==> src/hw/fdcreg_pkg.sv <==
// Purpose: Constants for the floppy status, output and tape register group.
// Assumes: Wishbone byte addresses are four times the register index.
// Notes: Mode codes select legacy, full-status and latched-status views.
package fdcreg_pkg;
   localparam logic [11:0] IDX_STATUS_B = 12'h03f1;
   localparam logic [11:0] IDX_DRIVE_OUT = 12'h03f2;
   localparam logic [11:0] IDX_TAPE = 12'h03f3;
   localparam logic [11:0] IDX_MODE = 12'h0400;
   localparam logic [11:0] IDX_DIR_READ = 12'h0401;
   localparam int ADDR_W = 14;
   localparam logic [1:0] MODE_LEGACY = 2'h0;
   localparam logic [1:0] MODE_FULL = 2'h1;
   localparam logic [1:0] MODE_LATCHED = 2'h2;
   localparam logic [7:0] DRIVE_OUT_RESET = 8'h00;
   localparam logic [7:0] CFG_BYTE_RESET = 8'h00;
   localparam int BIT_SOFT_RESET_N = 2;
   localparam int BIT_DMA_EN = 3;
   localparam int BIT_MOTOR0 = 4;
   localparam int BIT_MOTOR1 = 5;
   localparam int SOFT_RESET_MIN_NS = 100;
   localparam int CLK_PERIOD_NS = 25;
   localparam int SOFT_RESET_CYCLES =
      (SOFT_RESET_MIN_NS + CLK_PERIOD_NS - 1) / CLK_PERIOD_NS;
endpackage

==> src/hw/fdcreg_top.sv <==
// Purpose: Status B, drive output and tape registers of a floppy controller.
// Assumes: Classic Wishbone slave, 8-bit data in the low lane of 32 bits.
// Notes: Mapped reads answer with ack one cycle after the request is seen.
// Functional notes
// (RQ1) Legacy mode status B read leaves bus undriven
// (RQ2) Full mode status B bits 7,6 read one
// (RQ3) Full mode bits 1:0 show motor enables; bit 1 reads constant zero here
// (RQ4) Full mode bit 2 shows write gate
// (RQ5) Full mode bit 3 toggles on read data
// (RQ6) Full mode bit 4 toggles on write data
// (RQ7) Full mode bit 5 mirrors drive select bit
// (RQ8) Latched bit 2 sets on write gate rise
// (RQ9) Latched bit 3 sets on read data end
// (RQ10) Latched bit 4 sets on write data end
// (RQ11) Latched bit 5 drive select low; others one
// (RQ12) Output register hardware reset only, writable always
// (RQ13) Bits 1:0 binary drive number, one select
// (RQ14) Bit 2 low holds controller in reset
// (RQ15) Reset bit held low at least 100ns
// (RQ16) Legacy/latched: bit 3 gates DMA and interrupt
// (RQ17) Full mode: DMA and interrupt always enabled
// (RQ18) Bits 4,5 drive active-low motor pins
// (RQ19) Normal decode selects drive per bits
// (RQ20) Swapped decode exchanges selects and motors
// (RQ21) Tape field names drive 1..3 or none
// (RQ22) Normal tape read: bits 7:2 zero
// (RQ23) Enhanced tape read: 3:2 zero, 5:4 type
// (RQ24) Type bits picked from config byte pair
// (RQ25) Unsupported pins constant; swap from input
module fdcreg_top #(
   parameter int SOFT_RESET_HOLD = fdcreg_pkg::SOFT_RESET_CYCLES
) (
   input wire logic clk,
   input wire logic reset_n,
   input wire logic wb_cyc_i,
   input wire logic wb_stb_i,
   input wire logic wb_we_i,
   input wire logic [fdcreg_pkg::ADDR_W-1:0] wb_adr_i,
   input wire logic [3:0] wb_sel_i,
   input wire logic [31:0] wb_dat_i,
   output logic [31:0] wb_dat_o,
   output logic wb_ack_o,
   output logic wb_err_o,
   output logic dataBusOe,
   input wire logic readDataIn,
   input wire logic writeGateIn,
   input wire logic writeDataIn,
   input wire logic swapDrives,
   input wire logic [7:0] driveTypeCfg,
   input wire logic dmaReqIn,
   input wire logic irqIn,
   output logic driveSelect0N,
   output logic driveSelect1N,
   output logic motorOn0N,
   output logic motorOn1N,
   output logic dmaReqOut,
   output logic irqOut,
   output logic controllerResetN
);
   logic [2:0] rdSync;
   logic [2:0] wgSync;
   logic [2:0] wdSync;
   logic [7:0] driveOutputReg;
   logic [1:0] tapeDriveReg;
   logic [1:0] statusMode;
   logic enhancedTape;
   logic readToggle;
   logic writeToggle;
   logic wgLatch;
   logic rdLatch;
   logic wdLatch;
   logic [3:0] resetHoldCnt;
   logic [11:0] regIdx;
   logic request;
   logic writeHit;
   logic readHit;
   logic dirRead;
   logic rdFall;
   logic wdFall;
   logic wgRise;
   logic lowSel;
   logic [7:0] statusFull;
   logic [7:0] statusLatched;
   logic [7:0] tapeRead;
   logic [7:0] next_readData;
   logic mapped;
   logic driveEn0;
   logic driveEn1;
   logic dmaIrqEnable;

   assign regIdx = wb_adr_i[fdcreg_pkg::ADDR_W-1:2];
   assign request = wb_cyc_i && wb_stb_i && !wb_ack_o && !wb_err_o;
   assign lowSel = wb_sel_i[0];
   assign writeHit = request && wb_we_i && lowSel;
   assign readHit = request && !wb_we_i;
   assign dirRead = readHit && regIdx == fdcreg_pkg::IDX_DIR_READ;

   // Pin inputs pass three flops; only the second and third stages are read.
   always_ff @(posedge clk or negedge reset_n) begin
      if (!reset_n) begin
         rdSync <= 3'h0;
         wgSync <= 3'h0;
         wdSync <= 3'h0;
      end else begin
         rdSync <= {rdSync[1:0], readDataIn};
         wgSync <= {wgSync[1:0], writeGateIn};
         wdSync <= {wdSync[1:0], writeDataIn};
      end
   end

   // Pins are active high here, so the inactive edge is a fall.
   assign rdFall = rdSync[2] && !rdSync[1];
   assign wdFall = wdSync[2] && !wdSync[1];
   assign wgRise = !wgSync[2] && wgSync[1];

   always_ff @(posedge clk or negedge reset_n) begin
      if (!reset_n) begin
         mapped <= 1'b0;
      end else begin
         mapped <= 1'b0;
         if (request) begin
            case (regIdx)
               fdcreg_pkg::IDX_STATUS_B,
               fdcreg_pkg::IDX_DRIVE_OUT,
               fdcreg_pkg::IDX_TAPE,
               fdcreg_pkg::IDX_MODE,
               fdcreg_pkg::IDX_DIR_READ: mapped <= 1'b1;
               default: mapped <= 1'b0;
            endcase
         end
      end
   end

   // Only a hardware reset clears this register. (see RQ12)
   always_ff @(posedge clk or negedge reset_n) begin
      if (!reset_n) begin
         driveOutputReg <= fdcreg_pkg::DRIVE_OUT_RESET;
      end else if (writeHit && regIdx == fdcreg_pkg::IDX_DRIVE_OUT) begin
         driveOutputReg <= wb_dat_i[7:0]; // see RQ12
      end
   end

   // Tape field is untouched by software reset; drive 0 has no code. (see RQ21)
   always_ff @(posedge clk or negedge reset_n) begin
      if (!reset_n) begin
         tapeDriveReg <= 2'h0;
      end else if (writeHit && regIdx == fdcreg_pkg::IDX_TAPE) begin
         tapeDriveReg <= wb_dat_i[1:0]; // see RQ21
      end
   end

   always_ff @(posedge clk or negedge reset_n) begin
      if (!reset_n) begin
         statusMode <= fdcreg_pkg::MODE_LEGACY;
         enhancedTape <= 1'b0;
      end else if (writeHit && regIdx == fdcreg_pkg::IDX_MODE) begin
         statusMode <= wb_dat_i[1:0];
         enhancedTape <= wb_dat_i[4];
      end
   end

   // Software reset holds for a minimum count even after a quick rewrite.
   always_ff @(posedge clk or negedge reset_n) begin
      if (!reset_n) begin
         resetHoldCnt <= 4'h0;
         controllerResetN <= 1'b0;
      end else begin
         if (!driveOutputReg[fdcreg_pkg::BIT_SOFT_RESET_N]) begin
            resetHoldCnt <= 4'(SOFT_RESET_HOLD); // see RQ15
         end else if (resetHoldCnt != 4'h0) begin
            resetHoldCnt <= resetHoldCnt - 4'h1;
         end
         controllerResetN <= driveOutputReg[fdcreg_pkg::BIT_SOFT_RESET_N]
            && resetHoldCnt == 4'h0; // see RQ14
      end
   end

   // Toggles clear only with hardware reset; latches clear with hardware reset or a DIR read.
   always_ff @(posedge clk or negedge reset_n) begin
      if (!reset_n) begin
         readToggle <= 1'b0;
         writeToggle <= 1'b0;
      end else begin
         if (rdFall) begin
            readToggle <= !readToggle; // see RQ5
         end
         if (wdFall) begin
            writeToggle <= !writeToggle; // see RQ6
         end
      end
   end

   // An edge in the same cycle as the clearing read wins.
   always_ff @(posedge clk or negedge reset_n) begin
      if (!reset_n) begin
         wgLatch <= 1'b0;
         rdLatch <= 1'b0;
         wdLatch <= 1'b0;
      end else begin
         if (wgRise) begin
            wgLatch <= 1'b1; // see RQ8
         end else if (dirRead) begin
            wgLatch <= 1'b0;
         end
         if (rdFall) begin
            rdLatch <= 1'b1; // see RQ9
         end else if (dirRead) begin
            rdLatch <= 1'b0;
         end
         if (wdFall) begin
            wdLatch <= 1'b1; // see RQ10
         end else if (dirRead) begin
            wdLatch <= 1'b0;
         end
      end
   end

   always_comb begin
      statusFull = 8'h00;
      statusFull[7:6] = 2'b11; // see RQ2
      statusFull[0] = driveOutputReg[fdcreg_pkg::BIT_MOTOR0]; // see RQ3
      statusFull[1] = 1'b0; // see RQ25
      statusFull[2] = wgSync[2]; // see RQ4
      statusFull[3] = readToggle; // see RQ5
      statusFull[4] = writeToggle; // see RQ6
      statusFull[5] = driveOutputReg[0]; // see RQ7
   end

   always_comb begin
      statusLatched = 8'h00;
      statusLatched[1:0] = 2'b11; // see RQ11
      statusLatched[2] = wgLatch; // see RQ8
      statusLatched[3] = rdLatch; // see RQ9
      statusLatched[4] = wdLatch; // see RQ10
      statusLatched[5] = driveSelect0N; // see RQ11
      statusLatched[6] = 1'b1; // see RQ11
      statusLatched[7] = 1'b1; // see RQ25
   end

   // Config pair chosen by drive number bits. (see RQ24)
   function automatic logic [1:0] typePair(input logic [7:0] cfg,
                                           input logic [1:0] drv);
      case (drv)
         2'h0: typePair = cfg[1:0];
         2'h1: typePair = cfg[3:2];
         2'h2: typePair = cfg[5:4];
         2'h3: typePair = cfg[7:6];
         default: typePair = 2'h0;
      endcase
   endfunction

   always_comb begin
      tapeRead = {6'h00, tapeDriveReg}; // see RQ22
      if (enhancedTape) begin
         tapeRead[5:4] = typePair(driveTypeCfg, driveOutputReg[1:0]); // see RQ23
      end
   end

   always_comb begin
      next_readData = 8'h00;
      case (regIdx)
         fdcreg_pkg::IDX_STATUS_B: begin
            if (statusMode == fdcreg_pkg::MODE_FULL) begin
               next_readData = statusFull;
            end else if (statusMode == fdcreg_pkg::MODE_LATCHED) begin
               next_readData = statusLatched;
            end
         end
         fdcreg_pkg::IDX_DRIVE_OUT: next_readData = driveOutputReg;
         fdcreg_pkg::IDX_TAPE: next_readData = tapeRead;
         fdcreg_pkg::IDX_MODE: next_readData = {3'h0, enhancedTape,
                                                2'h0, statusMode};
         default: next_readData = 8'h00;
      endcase
   end

   // Bus answer: ack for mapped, err for unmapped, one cycle after request.
   always_ff @(posedge clk or negedge reset_n) begin
      if (!reset_n) begin
         wb_ack_o <= 1'b0;
         wb_err_o <= 1'b0;
         wb_dat_o <= 32'h0000_0000;
         dataBusOe <= 1'b0;
      end else begin
         wb_ack_o <= 1'b0;
         wb_err_o <= 1'b0;
         dataBusOe <= 1'b0;
         if (request) begin
            case (regIdx)
               fdcreg_pkg::IDX_STATUS_B,
               fdcreg_pkg::IDX_DRIVE_OUT,
               fdcreg_pkg::IDX_TAPE,
               fdcreg_pkg::IDX_MODE,
               fdcreg_pkg::IDX_DIR_READ: begin
                  wb_ack_o <= 1'b1;
                  // Legacy status B reads leave the pins undriven. (see RQ1)
                  // An unmapped read gets err and never drives the pins.
                  dataBusOe <= !wb_we_i
                     && !(regIdx == fdcreg_pkg::IDX_STATUS_B
                     && statusMode == fdcreg_pkg::MODE_LEGACY);
               end
               default: wb_err_o <= 1'b1;
            endcase
         end
         if (readHit) begin
            wb_dat_o <= {24'h00_0000, next_readData};
         end
      end
   end

   // Binary drive number makes at most one select active. (see RQ13)
   assign driveEn0 = driveOutputReg[1:0] == 2'h0
      && driveOutputReg[fdcreg_pkg::BIT_MOTOR0];
   assign driveEn1 = driveOutputReg[1:0] == 2'h1
      && driveOutputReg[fdcreg_pkg::BIT_MOTOR1];
   assign dmaIrqEnable = statusMode == fdcreg_pkg::MODE_FULL
      || driveOutputReg[fdcreg_pkg::BIT_DMA_EN];

   always_ff @(posedge clk or negedge reset_n) begin
      if (!reset_n) begin
         driveSelect0N <= 1'b1;
         driveSelect1N <= 1'b1;
         motorOn0N <= 1'b1;
         motorOn1N <= 1'b1;
         dmaReqOut <= 1'b0;
         irqOut <= 1'b0;
      end else begin
         if (swapDrives) begin
            driveSelect0N <= !driveEn1; // see RQ20
            driveSelect1N <= !driveEn0; // see RQ20
            motorOn0N <= !driveOutputReg[fdcreg_pkg::BIT_MOTOR1]; // see RQ20
            motorOn1N <= !driveOutputReg[fdcreg_pkg::BIT_MOTOR0];
         end else begin
            driveSelect0N <= !driveEn0; // see RQ19
            driveSelect1N <= !driveEn1; // see RQ19
            motorOn0N <= !driveOutputReg[fdcreg_pkg::BIT_MOTOR0]; // see RQ18
            motorOn1N <= !driveOutputReg[fdcreg_pkg::BIT_MOTOR1]; // see RQ18
         end
         // Full mode ignores the enable bit. (see RQ16) (see RQ17)
         dmaReqOut <= dmaReqIn && dmaIrqEnable;
         irqOut <= irqIn && dmaIrqEnable;
      end
   end
endmodule

==> config.mk <==
export PLATFORM = sky130hd
export DESIGN_NAME = fdcreg_top
export DESIGN_NICKNAME = d
export VERILOG_FILES = /design/src/hw/fdcreg_pkg.sv /design/src/hw/fdcreg_top.sv
export SDC_FILE = /design/constraint.sdc
export NUM_CORES = 1
export LEC_CHECK = 0
export ABC_AREA = 1
export BUFFER_PORTS_ARGS = -buffer_cell sky130_fd_sc_hd__buf_2
export CAP_MARGIN = 40
export CORE_MARGIN = 5
export CORE_UTILIZATION = 30
export DETAILED_ROUTE_END_ITERATION = 8
export GPL_ROUTABILITY_DRIVEN = 0
export PLACE_DENSITY = 0.6
export SLEW_MARGIN = 5
export SYNTH_ARGS = -nofsm -noshare
export SYNTH_HDL_FRONTEND = slang
export SYNTH_SLANG_ARGS = --single-unit
==> constraint.sdc <==
create_clock -name clk -period 1.3 [get_ports clk]
set_input_delay 0.195 -clock clk [delete_from_list [all_inputs] [get_ports clk]]
set_output_delay 0.195 -clock clk [all_outputs]
set_load 0.005 [all_outputs]
==> impl_metrics.tcl <==
set metrics [dict create \
    outcome "complete, but fails checks" \
    failed_checks "negative setup slack" \
    drtIter0Drc 90 \
    required_ps 1520 \
    period_needed_ps 1350 \
    cts.clk_slew.worst_paths_ps 90 \
    fin_skew_ps 4.54 \
    synthTopCellsByCount "nand2_1 (71), dfrtp_1 (45), inv_1 (36)" \
    fin_tns_setup_ps -370 \
    dpl.hpwl_mm 4.70 \
    worstPathArrival_ps 1580 \
    syn-instance-count 300 \
    first_pass_iters 4 \
    rsz0062_at_grt "true" \
    synth_edf_count 0 \
    syn_to_final_growth_pct 33.4 \
    routedWlPerCell_um 12.0 \
    routed_wl_mm 6.04 \
    wl_met2_mm 3.01 \
    synthTopCellsByArea "dfrtp_1 (45%), nand2_1 (11%), buf_4 (7.2%), inv_1 (5.4%), nand3_1 (5.0%)" \
    drive_gt1_share_pct 36.0 \
    r2r_slack_ps -50 \
    grt-ovfl-total 0 \
    vias 2149 \
    grtUsageTotal_pct 11.8 \
    grt_pass1_wl_mm 9.68 \
    fin_cells 502 \
    synth_top_family_by_area "simple AND/OR/NAND/NOR gates" \
    grt_max_degree 28 \
    io_buffers 57 \
    antenna_found_initial 0 \
    slew_violations 0 \
    hold_viol_final 0 \
    avgViaCountPerCell 4.28 \
    end_kind "register" \
    cts-root-buf "clkbuf_8" \
    nFillCells 845 \
    hp-class "in -> reg" \
    swShare_pct 27.6 \
    p_int_mw 2.28 \
    fmax_ghz 0.738 \
    nNetsFinal 470 \
    yosys.area_share.adder_pct 2.49 \
    die_area_mm2 0.0103 \
    clk_latency_ps 300 \
    cts_buffers 5 \
    ir_drop_uv 520 \
    synthMuxAreaShare_pct 0 \
    total_power_mw 3.15 \
    maxCapViolCount 0 \
    switching_power_mw 0.869 \
    cts_tree "done" \
    seq_area_mm2 0.00123 \
    synth.most_common_cell "nand2_1" \
    crit_fanout 8 \
    multi_input_area_mm2 0.00116 \
    post_synth_instance_area_mm2 0.00252 \
    drt-met1-wl_mm 2.52 \
    yosysWarnings 0 \
    cp-start-kind "register" \
    route.met3.wl_um 430 \
    combPwrFrac_pct 17.5 \
    min_period_over_period_pct 104 \
    n_antenna_cell 0 \
    ys_seq_area_share_pct 48.9 \
    seqPwrFrac_pct 54.8 \
    p_clk_share_pct 27.7 \
    async_reset_ff_share_pct 100 \
    drc_errors 0 \
    critPathKind "reg -> reg" \
    ys_types 31 \
    leakagePower_nw 1.76 \
    num_rows 33 \
    avgSynthCellArea_um2 8.39 \
    synth_flop_cell "dfrtp_1" \
    synth_area_leader_cell "dfrtp_1" \
    initial_core_util_pct 30.6 \
    io_pins 111 \
    synth-compound-area-share_pct 8.50 \
    cts.sink_count 49 \
    die_y_um 102 \
    setup_violations 15 \
    synth_xor_area_share_pct 1.39 \
    first_global_vias 2110 \
    dp.cells 487 \
    cts_buffer_depth 2 \
    finish.utilization_pct 40.9 \
    topRoutingLayerUsed "met4" \
    synth_top_area_share_pct 44.7 \
    synth-simple-area-share_pct 24.8 \
    p_per_area_mw_per_mm2 939 \
    chipWidth_um 102 \
    drt.antenna.violating_nets 0 \
    worst_slack_ps -54.5 \
    htreeDepth 2 \
    core_mm2 0.00822 \
    ys_ff_latch 49 \
]
layout by cell type, fill, tap and decap left out, drive strengths merged, types with 2 or more instances in the layout:
cell type    synthesis  final
a21oi                3      3
a22oi                2      2
buf                 25     89
clkbuf               2      6
clkinv               1      2
conb                 1     24
dfrtp               45     45
dfstp                4      4
dlygate4sd3          0      4
ha                   5      5
inv                 38     38
nand2               76     76
nand3               25     25
nand4                6      6
nor2                22     22
nor3                 5      5
o21a                 2      2
o21ai               26     26
o22ai                5      5
xnor2                3      3
worst max-delay path, stage by stage (launching register included):
cell     delay, ps
dfrtp_1        390
nor2_2         150
nand3_4        120
buf_6          140
nor3_4         150
buf_6          200
nand2_1         60
o21ai_0         60
stage by stage:
step,hold WS [ps],area (um^2),setup slack [ps]
5_1_grt,105,3360,-131
3_3_place_gp,129,3070,-153
3_5_place_dp,126,3070,-147
4_1_cts,89.7,3270,-60.5
6_report,109,3360,-54.5
2_1_floorplan,-101,2610,-4.90
path summary, 6_finish.rpt:
check / from / endpoint / depth (start not counted)
worst min register to register: wdSync[0] / wdSync[1] / 0
worst min-delay path: wb_dat_i[5] / driveOutputReg[5] / 3
min in group asynchronous: reset_n / driveOutputReg[2] / 2
worst max register to register: wb_ack_o / driveOutputReg[0] / 7
worst max-delay path: wb_ack_o / driveOutputReg[0] / 7
max in group asynchronous: reset_n / driveSelect0N / 3
sequential cells by signal, summed over array words and instances (netlist names), 2 cells and up:
name,cells
wgSync,3
statusMode,2
wb_dat_o,8
resetHoldCnt,4
rdSync,3
wdSync,3
tapeDriveReg,2
driveOutputReg,8
cells by family after synthesis:
| logic type | count (synthesis) |
|---|---|
| AO/OA/AOI/OAI | 38 |
| buffers and inverters | 66 |
| other | 1 |
| XOR/XNOR | 4 |
| AND/OR/NAND/NOR | 137 |
| flip-flops | 49 |
| adder cells (fa/ha/maj) | 5 |
cell type report:
type	count	share of cell area (%)
flip-flops and latches	49	36.6
multi-input cells	208	34.5
clock buffers	6	2.16
well taps	105	3.91
repair buffers	93	17.8
inverters	39	4.69
clock inverters	2	0.298
power groups by stage:
stage | registers (mW) | clock network (mW) | logic, mW
6_report | 1.73 | 0.872 | 0.553
3_3_place_gp | 1.75 | 0 | 0.509
4_1_cts | 1.73 | 0.904 | 0.545
5_1_grt | 1.74 | 0.972 | 0.645
3_5_place_dp | 1.76 | 0 | 0.532
2_1_floorplan | 1.75 | 0 | 0.366
timing repair:
item,in CTS,in global routing
buffers inserted,3,1
hold buffers,4,0
pin swaps,2,14
endpoints found under the hold margin,15,0
cloned,1,0
setup endpoints to repair,15,25
resized for setup,8,49
metal layers:
metal	track usage (%)	vias up
met2	20.6	58
met5	0	-
met4	3.78	0
met1	14.3	982
met3	2.96	6
li1	-	1103
No activity file was read; power rests on OpenSTA's default activity.
